$ cat src/core/i2c_slave_regs.svh
// Constants of the paged I2C register slave: offsets, reset values, timing.
// Assumes a 100 MHz ref_clk; included by the package and the design files.
//
// Overview of operation
// Offsetless read starts one past last address
// Burst address wraps from top to zero
// Sequential read: offset given, then incrementing burst
// Sequential write: offset given, bytes stored incrementing
// 128-byte pages, page pointer at 0x7F
// 8-bit cycles; offset selects byte in page
// Writing 0x7F makes that page active
// Multi-byte write applies only after last byte
// Master reads multi-byte registers low byte first
// Master never interleaves inside multi-byte access
// Input filter rejects spikes up to 50 ns
// Slave address is 1010 plus three straps
// Low-byte read snapshots whole multi-byte register
`ifndef I2C_SLAVE_REGS_SVH
`define I2C_SLAVE_REGS_SVH

`define SLAVE_ADDR_HIGH 4'hA
`define PAGE_BYTES 128
`define PAGE_PTR_OFFSET 8'h7F
`define PAGE_RESET 8'h00
`define PRIO_PAGE 8'h02
`define PRIO_LOW_OFFSET 8'h00
`define PRIO_HIGH_OFFSET 8'h01
`define PRIO_RESET 16'h0000
`define SCRATCH_DEPTH 16
`define SPIKE_NS 50
`define CLK_PERIOD_NS 10
// Longest rejected spike in cycles, rounded down
`define SPIKE_CYCLES (`SPIKE_NS / `CLK_PERIOD_NS)
// Level must hold one cycle longer than a spike to be taken
`define FILTER_ACCEPT 3'(`SPIKE_CYCLES)

`endif

$ cat src/core/i2c_paged_pkg.sv
// Types shared by the paged I2C register slave and its line filter.
// Assumes the constants header is on the include path.
`include "i2c_slave_regs.svh"

package i2c_paged_pkg;

  typedef enum logic [3:0] {
    PH_IDLE = 4'h0,
    PH_ADDR = 4'h1,
    PH_ADDR_ACK = 4'h2,
    PH_OFFS = 4'h3,
    PH_OFFS_ACK = 4'h4,
    PH_WDATA = 4'h5,
    PH_WACK = 4'h6,
    PH_RDATA = 4'h7,
    PH_MACK = 4'h8
  } phase_t;

  typedef struct packed {
    logic [1:0] level;
    logic [1:0][2:0] cnt;
  } filter_state_t;

  typedef struct packed {
    phase_t phase;
    logic sclQ;
    logic sdaQ;
    logic [3:0] bitCnt;
    logic [7:0] shiftReg;
    logic isRead;
    logic drive;
    logic [7:0] offset;
    logic [7:0] page;
    logic [7:0] stageLow;
    logic [7:0] snapHigh;
    logic [15:0] prioTable;
    logic [`SCRATCH_DEPTH-1:0][7:0] mem;
  } slave_state_t;

endpackage

$ cat src/core/i2c_line_if.sv
// Carrier between the slave core and its bus line filter.
// Raw lines go in, spike-free lines come back.
`timescale 1ns/10ps

interface i2c_line_if;
  logic sclRaw;
  logic sdaRaw;
  logic sclClean;
  logic sdaClean;

  modport filter (input sclRaw, input sdaRaw,
                  output sclClean, output sdaClean);
  modport core (output sclRaw, output sdaRaw,
                input sclClean, input sdaClean);
endinterface

$ cat src/core/i2c_paged_register_slave.sv
// Paged register slave reached over I2C by an external bus master.
// Assumes SCL and SDA inputs synchronous to ref_clk; SDA is open drain,
// the pad pulls low while sdaOe is high. SCL is never stretched.
`timescale 1ns/10ps
`include "i2c_slave_regs.svh"

module i2c_paged_register_slave
  import i2c_paged_pkg::*;
(
  input wire logic ref_clk,
  input wire logic rst,
  input wire logic sclIn,
  input wire logic sdaIn,
  output logic sdaOut,
  output logic sdaOe,
  input wire logic slave_addr_strap_bit0,
  input wire logic slave_addr_strap_bit1,
  input wire logic slave_addr_strap_bit2,
  output logic [7:0] activePage,
  output logic [15:0] firstDigitalPllPriority
);

  slave_state_t s;
  slave_state_t next_s;
  i2c_line_if lines ();
  logic sclRise;
  logic sclFall;
  logic startSeen;
  logic stopSeen;
  logic [6:0] ownAddr;
  logic [7:0] rxByte;

  // Line filtering
  assign lines.sclRaw = sclIn;
  assign lines.sdaRaw = sdaIn;

  i2c_spike_filter u_filter (
    .ref_clk(ref_clk),
    .rst(rst),
    .lines(lines)
  );

  // Bus events from the filtered lines
  assign sclRise = lines.sclClean & ~s.sclQ;
  assign sclFall = ~lines.sclClean & s.sclQ;
  assign startSeen = lines.sclClean & s.sclQ & s.sdaQ & ~lines.sdaClean;
  assign stopSeen = lines.sclClean & s.sclQ & ~s.sdaQ & lines.sdaClean;
  assign rxByte = s.shiftReg;

  // Own address: fixed high nibble and three straps
  assign ownAddr = {`SLAVE_ADDR_HIGH, slave_addr_strap_bit2,
                    slave_addr_strap_bit1, slave_addr_strap_bit0};

  // Byte returned for an offset within the active page
  function automatic logic [7:0] readByte(input slave_state_t st);
    logic [7:0] val;
    val = 8'h00;
    if (st.offset == `PAGE_PTR_OFFSET)
      val = st.page;
    else if (st.page == `PRIO_PAGE && st.offset == `PRIO_LOW_OFFSET)
      val = st.prioTable[7:0];
    else if (st.page == `PRIO_PAGE && st.offset == `PRIO_HIGH_OFFSET)
      val = st.snapHigh;
    else if (st.offset[7:4] == 4'h0)
      val = st.mem[st.offset[3:0]];
    return val;
  endfunction

  // Transaction sequencing, register writes and reads
  always_comb
  begin
    next_s = s;
    next_s.sclQ = lines.sclClean;
    next_s.sdaQ = lines.sdaClean;
    if (startSeen)
    begin
      next_s.phase = PH_ADDR;
      next_s.bitCnt = 4'h0;
      next_s.drive = 1'b0;
    end
    else if (stopSeen)
    begin
      next_s.phase = PH_IDLE;
      next_s.drive = 1'b0;
    end
    else if (sclRise)
    begin
      case (s.phase)
        PH_ADDR, PH_OFFS, PH_WDATA:
        begin
          // Receive one bit, MSB first, as 8-bit cycles
          next_s.shiftReg = {s.shiftReg[6:0], lines.sdaClean};
          next_s.bitCnt = s.bitCnt + 4'h1;
        end
        PH_MACK:
        begin
          // Master not acknowledging ends the burst
          if (lines.sdaClean)
            next_s.phase = PH_IDLE;
        end
        default:
        begin
          next_s.phase = s.phase;
        end
      endcase
    end
    else if (sclFall)
    begin
      case (s.phase)
        PH_ADDR:
        begin
          if (s.bitCnt == 4'h8)
          begin
            if (rxByte[7:1] == ownAddr)
            begin
              next_s.drive = 1'b1;
              next_s.isRead = rxByte[0];
              next_s.phase = PH_ADDR_ACK;
            end
            else
              next_s.phase = PH_IDLE;
          end
        end
        PH_ADDR_ACK:
        begin
          next_s.bitCnt = 4'h0;
          if (s.isRead)
          begin
            // First byte comes from the held next address
            next_s.shiftReg = readByte(s);
            next_s.drive = ~next_s.shiftReg[7];
            next_s.offset = s.offset + 8'h01;
            if (s.page == `PRIO_PAGE && s.offset == `PRIO_LOW_OFFSET)
              next_s.snapHigh = s.prioTable[15:8];
            next_s.phase = PH_RDATA;
          end
          else
          begin
            next_s.drive = 1'b0;
            next_s.phase = PH_OFFS;
          end
        end
        PH_OFFS:
        begin
          if (s.bitCnt == 4'h8)
          begin
            // Starting offset for a following write or read
            next_s.offset = rxByte;
            next_s.drive = 1'b1;
            next_s.phase = PH_OFFS_ACK;
          end
        end
        PH_OFFS_ACK, PH_WACK:
        begin
          next_s.drive = 1'b0;
          next_s.bitCnt = 4'h0;
          next_s.phase = PH_WDATA;
        end
        PH_WDATA:
        begin
          if (s.bitCnt == 4'h8)
          begin
            next_s.drive = 1'b1;
            next_s.phase = PH_WACK;
            next_s.offset = s.offset + 8'h01;
            if (s.offset == `PAGE_PTR_OFFSET)
              next_s.page = rxByte;
            else if (s.page == `PRIO_PAGE &&
                     s.offset == `PRIO_LOW_OFFSET)
              next_s.stageLow = rxByte;
            else if (s.page == `PRIO_PAGE &&
                     s.offset == `PRIO_HIGH_OFFSET)
              next_s.prioTable = {rxByte, s.stageLow};
            else if (s.offset[7:4] == 4'h0)
              next_s.mem[s.offset[3:0]] = rxByte;
          end
        end
        PH_RDATA:
        begin
          if (s.bitCnt == 4'h7)
          begin
            // Release SDA for the master's acknowledge
            next_s.drive = 1'b0;
            next_s.phase = PH_MACK;
          end
          else
          begin
            next_s.shiftReg = {s.shiftReg[6:0], 1'b0};
            next_s.drive = ~s.shiftReg[6];
            next_s.bitCnt = s.bitCnt + 4'h1;
          end
        end
        PH_MACK:
        begin
          // Acknowledged: next byte of the burst
          next_s.bitCnt = 4'h0;
          next_s.shiftReg = readByte(s);
          next_s.drive = ~next_s.shiftReg[7];
          next_s.offset = s.offset + 8'h01;
          if (s.page == `PRIO_PAGE && s.offset == `PRIO_LOW_OFFSET)
            next_s.snapHigh = s.prioTable[15:8];
          next_s.phase = PH_RDATA;
        end
        default:
        begin
          next_s.phase = s.phase;
        end
      endcase
    end
  end

  // State register
  always_ff @(posedge ref_clk)
  begin
    if (rst)
    begin
      s.phase <= PH_IDLE;
      s.sclQ <= 1'b1;
      s.sdaQ <= 1'b1;
      s.bitCnt <= 4'h0;
      s.shiftReg <= 8'h00;
      s.isRead <= 1'b0;
      s.drive <= 1'b0;
      s.offset <= 8'h00;
      s.page <= `PAGE_RESET;
      s.stageLow <= 8'h00;
      s.snapHigh <= 8'h00;
      s.prioTable <= `PRIO_RESET;
      s.mem <= '0;
    end
    else
      s <= next_s;
  end

  // Open-drain SDA and register views
  assign sdaOut = 1'b0;
  assign sdaOe = s.drive;
  assign activePage = s.page;
  assign firstDigitalPllPriority = s.prioTable;

endmodule

$ cat src/core/i2c_spike_filter.sv
// Glitch filter for SCL and SDA, one counter per line.
// Assumes raw lines synchronous to ref_clk; idle level is high.
`timescale 1ns/10ps

module i2c_spike_filter
  import i2c_paged_pkg::*;
(
  input wire logic ref_clk,
  input wire logic rst,
  i2c_line_if.filter lines
);

  filter_state_t s;
  filter_state_t next_s;
  logic [1:0] raw;

  assign raw = {lines.sclRaw, lines.sdaRaw};

  // A change is taken only after it outlasts the longest spike
  always_comb
  begin
    next_s = s;
    for (int i = 0; i < 2; i++)
    begin
      if (raw[i] == s.level[i])
        next_s.cnt[i] = 3'h0;
      else if (s.cnt[i] == `FILTER_ACCEPT)
      begin
        next_s.level[i] = raw[i];
        next_s.cnt[i] = 3'h0;
      end
      else
        next_s.cnt[i] = s.cnt[i] + 3'h1;
    end
  end

  // State register
  always_ff @(posedge ref_clk)
  begin
    if (rst)
    begin
      s.level <= 2'h3;
      s.cnt <= '0;
    end
    else
      s <= next_s;
  end

  assign lines.sclClean = s.level[1];
  assign lines.sdaClean = s.level[0];

endmodule
$ cat config.mk
export PLATFORM = sky130hd
export DESIGN_NAME = i2c_paged_register_slave
export DESIGN_NICKNAME = d
export VERILOG_FILES = /design/src/core/i2c_paged_pkg.sv /design/src/core/i2c_line_if.sv /design/src/core/i2c_paged_register_slave.sv /design/src/core/i2c_spike_filter.sv
export VERILOG_INCLUDE_DIRS = /design/src /design/src/core
export SDC_FILE = /design/constraint.sdc
export NUM_CORES = 1
export LEC_CHECK = 0
export BUFFER_PORTS_ARGS = -buffer_cell sky130_fd_sc_hd__buf_2
export CELL_PAD_IN_SITES_DETAIL_PLACEMENT = 0
export CELL_PAD_IN_SITES_GLOBAL_PLACEMENT = 1
export CORE_MARGIN = 8
export CORE_UTILIZATION = 49
export CTS_CLUSTER_SIZE = 14
export DETAILED_ROUTE_END_ITERATION = 10
export GPL_ROUTABILITY_DRIVEN = 1
export GPL_TIMING_DRIVEN = 0
export PLACE_DENSITY_LB_ADDON = 0.2
export REMOVE_ABC_BUFFERS = 1
export SLEW_MARGIN = 5
export SYNTH_ARGS = -nofsm -noshare
export SYNTH_HDL_FRONTEND = slang
export SYNTH_SLANG_ARGS = --single-unit
$ cat constraint.sdc
create_clock -name ref_clk -period 3.8 [get_ports ref_clk]
set_clock_uncertainty 0.2 [all_clocks]
set_input_delay 0.38 -clock ref_clk [delete_from_list [all_inputs] [get_ports ref_clk]]
set_output_delay 0.38 -clock ref_clk [all_outputs]
set_load 0.05 [all_outputs]
==> results_tabular.tex <==
\begin{tabular}{lr}
\hline
Metric & Value \\
\hline
\multicolumn{2}{l}{\textbf{Route}} \\
\quad Length of routed met3 wiring & 720 µm \\
\quad Via total after detailed routing & 7213 \\
\quad Total wire length after detailed routing & 23900 µm \\
\quad DRC violation total after the first TritonRoute iteration & 401 \\
\quad Highest routed metal layer & met4 \\
\quad Per-cell via count in the routed design & 5.62 \\
\quad Detail Route Antenna Nets & 0 \\
\quad Wire length on met1 & 11500 µm \\
\quad Length of the first detailed-routing pass in iterations & 5 \\
\quad Routed wire length on met2 & 11300 µm \\
\quad Post-detailed-route DRC marker count & 0 \\
\quad DR WL/cell & 18.6 µm \\
\multicolumn{2}{l}{\textbf{Die}} \\
\quad Rows & 52 \\
\quad Die width & 159 µm \\
\quad Die H & 159 µm \\
\quad IO Pins & 33 \\
\quad Placeable core region & 0.0201 mm² \\
\quad Initial core utilization & 0.497 \\
\quad Die area & 0.0252 mm² \\
\multicolumn{2}{l}{\textbf{STA}} \\
\quad RSZ-0062 raised after global routing & yes \\
\quad Max-slew violation count & 0 \\
\quad Highest Clock Rate & 281 MHz \\
\quad Slew of the pin with the lowest slew margin & 1.25 ns \\
\quad Post-route clock period utilization & 0.935 \\
\quad Final Hold Fails & 0 \\
\quad Crit path time final & 3.55 ns \\
\quad Final setup viols & 0 \\
\quad TNS Setup & 0 ns \\
\quad Worst rel slew slack & 0.169 \\
\multicolumn{2}{l}{\textbf{Setup path}} \\
\quad Critical path data required time & 3.96 ns \\
\quad Type of origin of the critical path & register \\
\quad Flop-to-flop setup slack & 0.25 ns \\
\quad Critical path data arrival time & 3.72 ns \\
\quad Endpoint kind of the worst setup timing path & register \\
\quad Worst setup path category & reg -> reg \\
\quad Number of cells traversed by the worst register-to-register path & 10 \\
\quad RR Startpoint & s[169]\$\_SDFFE\_PP0P\_ \\
\quad Maximum fanout along the worst path & 26 \\
\multicolumn{2}{l}{\textbf{Logic synthesis}} \\
\quad Register area share after synthesis & 0.409 \\
\quad Most area-hungry cell type in the Yosys netlist & sky130\_fd\_sc\_hd\_\_dfxtp\_1 \\
\quad Yosys cell types & 70 \\
\quad Top area cells in the synthesized netlist & sky130\_fd\_sc\_hd\_\_dfxtp\_1 (41\%), sky130\_fd\_sc\_hd\_\_mux2i\_1 (18\%), sky130\_fd\_sc\_hd\_\_nor2\_1 (7.8\%) \\
\quad Mapped cell area & 0.00999 mm² \\
\quad Count of flip-flops with a built-in enable after synthesis & 0 \\
\quad Post-synthesis sequential element count & 204 \\
\quad Cells after synthesis & 1039 \\
\quad Commonest cells post-synth & sky130\_fd\_sc\_hd\_\_nor2\_1 (209), sky130\_fd\_sc\_hd\_\_dfxtp\_1 (204), sky130\_fd\_sc\_hd\_\_mux2i\_1 (182) \\
\quad Top\_reg\_cell synth & sky130\_fd\_sc\_hd\_\_dfxtp\_1 \\
\quad Yosys warns & 0 \\
\quad Synthesized area per cell & 9.62 µm² \\
\quad Count leader, synth & sky130\_fd\_sc\_hd\_\_nor2\_1 \\
\quad Fraction of registers with async set or reset after synthesis & 0 \\
\quad Top cell type's share of synthesized area & 0.409 \\
\multicolumn{2}{l}{\textbf{Finish}} \\
\quad Number of nets in the layout & 1019 \\
\quad Area added between synthesis and finish & 8.80\% \\
\quad Util after Layout & 0.541 \\
\quad Fill cell total of the finished layout & 1815 \\
\quad Inserted Diodes & 0 \\
\quad Share of post-route cells with drive strength above 1 & 0.137 \\
\multicolumn{2}{l}{\textbf{Status}} \\
\quad Result of the run & completed \\
\multicolumn{2}{l}{\textbf{GRT}} \\
\quad First-pass GRT wire length & 38800 µm \\
\quad Overall overflow remaining after global route & 0 \\
\quad Largest net degree at the start of global routing & 114 \\
\quad Number of antenna violations at the first check in global routing & 0 \\
\quad Overall fraction of global-route tracks in use & 0.185 \\
\quad Via count of the first global-routing pass & 6866 \\
\multicolumn{2}{l}{\textbf{Power}} \\
\quad Power density relative to cell area & 398 mW/mm² \\
\quad Sw frac & 0.208 \\
\quad Net switching component of the power & 901 µW \\
\quad Part of the power in the clock network & 0.492 \\
\quad Internal power & 3430 µW \\
\quad Leakage Power & 0.00482 µW \\
\quad Max IR drop VDD & 0.399 mV \\
\quad Power share of the sequential group & 0.495 \\
\quad Part of the total power dissipated in combinational logic & 0.013 \\
\quad Overall power consumption & 4330 µW \\
\multicolumn{2}{l}{\textbf{Clock tree}} \\
\quad Clock root buffer & sky130\_fd\_sc\_hd\_\_clkbuf\_16 \\
\quad Clock tree from TritonCTS & built \\
\quad CTS H-tree lvls & 1 \\
\quad Clock latency at the later pin of the worst-skew pair & 0.50 ns \\
\quad Number of clock sinks & 204 \\
\quad Total CTS buffers & 23 \\
\quad Clock tree buffer depth & 3 \\
\quad Clock-pin slew of the registers on the worst-case setup and hold paths & 0.06 ns \\
\multicolumn{2}{l}{\textbf{Placement}} \\
\quad RD Place Congestion & 0.770 \\
\quad Dpl hpwl & 15300 µm \\
\quad Number of port buffers & 31 \\
\multicolumn{2}{l}{\textbf{Worst hold path}} \\
\quad Number of cells traversed by the worst hold path & 2 \\
\quad Startpoint of the tightest hold check path & rst \\
\quad Worst min-delay path category & in -> reg \\
\multicolumn{2}{l}{\textbf{Job}} \\
\quad Maximum Capacitance Violations & 0 \\
\hline
\end{tabular}
==> worst max-delay path, cell delays in order, from the launching register on <==
cell                       delay (ns)
sky130_fd_sc_hd__dfxtp_2         0.62
sky130_fd_sc_hd__buf_12          0.29
sky130_fd_sc_hd__inv_1           0.11
sky130_fd_sc_hd__ha_1            0.25
sky130_fd_sc_hd__or3b_2          0.30
sky130_fd_sc_hd__o311ai_0        0.20
sky130_fd_sc_hd__nor4b_4         0.29
sky130_fd_sc_hd__buf_6           0.22
sky130_fd_sc_hd__nor2b_2         0.59
sky130_fd_sc_hd__mux2i_1         0.25
sky130_fd_sc_hd__nor2_1          0.06
==> timing repair <==
item	in CTS	in global routing
gates resized for setup	3	0
hold buffers	2	0
setup endpoints to repair	56	31
pin swaps	1	0
endpoints found under the hold margin	2	0
setup buffers	1	3
==> through the flow <==
stage | hold WS (ns) | area (µm²) | setup slack (ns) | instances
final | 0.0984 | 10900 | 0.247 | 1283
after CTS | 0.105 | 10800 | 0.106 | 1280
after global routing | 0.122 | 10900 | -0.0216 | 1283
after detailed placement | 0.244 | 10100 | -0.310 | 1237
after global placement | 0.237 | 9960 | -2.61 | 1232
after floorplan | 0.221 | 9460 | -0.952 | 931
==> cells by family (layout without fill, tap and decap cells) <==
group                    count (synthesis)  in the layout  synth area share
AO/OA/AOI/OAI                          113            113            0.0804
XOR/XNOR                                10             10           0.00876
adder cells (fa/ha/maj)                 14             14            0.0175
buffers and inverters                  121             95            0.0581
flip-flops                             204            204             0.409
multiplexers                           214            214             0.253
other                                    1              1          0.000375
AND/OR/NAND/NOR                        362            362             0.173
==> final cells by class <==
cell class                 count  area [µm²]  area share
clock buffer                  33         663      0.0610
sequential                   204        4090       0.376
inverter                      13        48.8     0.00449
multi-input combinational    714        5360       0.493
clock inverter                 7        66.3     0.00610
tap                          270         338      0.0311
timing repair buffer          42         314      0.0289
==> worst max path at each step <==
stage / slack [ns] / from / cells past startpoint / to
after floorplan: -0.95 / s[169]$_SDFFE_PP0P_ / 8 / register
after global placement: -2.61 / s[169]$_SDFFE_PP0P_ / 8 / register
after detailed placement: -0.31 / s[169]$_SDFFE_PP0P_ / 8 / firstDigitalPllPriority[3]$_SDFFE_PP0P_
after CTS: 0.11 / s[169]$_SDFFE_PP0P_ / 10 / register
after global routing: -0.02 / s[169]$_SDFFE_PP0P_ / 10 / register
final: 0.25 / s[169]$_SDFFE_PP0P_ / 10 / register
==> layer usage <==
layer | global-route usage | up-vias
li1 | - | 3565
met1 | 0.252 | 3506
met2 | 0.305 | 111
met3 | 0.0269 | 31
met4 | 0.0424 | 0
met5 | 0 | -
==> power groups by stage <==
stage	registers (µW)	clock network (µW)	logic [µW]
2_1_floorplan	2190	0	12.6
3_3_place_gp	2190	0	50.7
3_5_place_dp	2190	0	55.3
4_1_cts	2140	2190	57.1
5_1_grt	2140	2270	62.2
6_report	2140	2130	56.2
==> layout by cell type (no fill, tap or decap), types with 7 or more instances in the layout <==
cell type / Yosys / routed
sky130_fd_sc_hd__dfxtp_1: 204 / 202
sky130_fd_sc_hd__nand2_1: 35 / 35
sky130_fd_sc_hd__nor3_1: 27 / 26
sky130_fd_sc_hd__clkbuf_16: 0 / 23
sky130_fd_sc_hd__a21oi_1: 27 / 27
sky130_fd_sc_hd__nor2b_1: 13 / 10
sky130_fd_sc_hd__nand3_1: 8 / 8
sky130_fd_sc_hd__buf_2: 11 / 30
sky130_fd_sc_hd__nor2_1: 209 / 209
sky130_fd_sc_hd__mux4_2: 31 / 31
sky130_fd_sc_hd__inv_1: 13 / 13
sky130_fd_sc_hd__mux2i_1: 182 / 182
sky130_fd_sc_hd__nand2b_1: 7 / 7
sky130_fd_sc_hd__a211oi_1: 8 / 8
sky130_fd_sc_hd__ha_1: 14 / 14
sky130_fd_sc_hd__o221ai_1: 8 / 8
sky130_fd_sc_hd__o21ai_0: 14 / 14
sky130_fd_sc_hd__nand3_2: 10 / 10
sky130_fd_sc_hd__and2_1: 10 / 10
sky130_fd_sc_hd__o32ai_1: 7 / 7
Power figures use the tool's default switching activity.
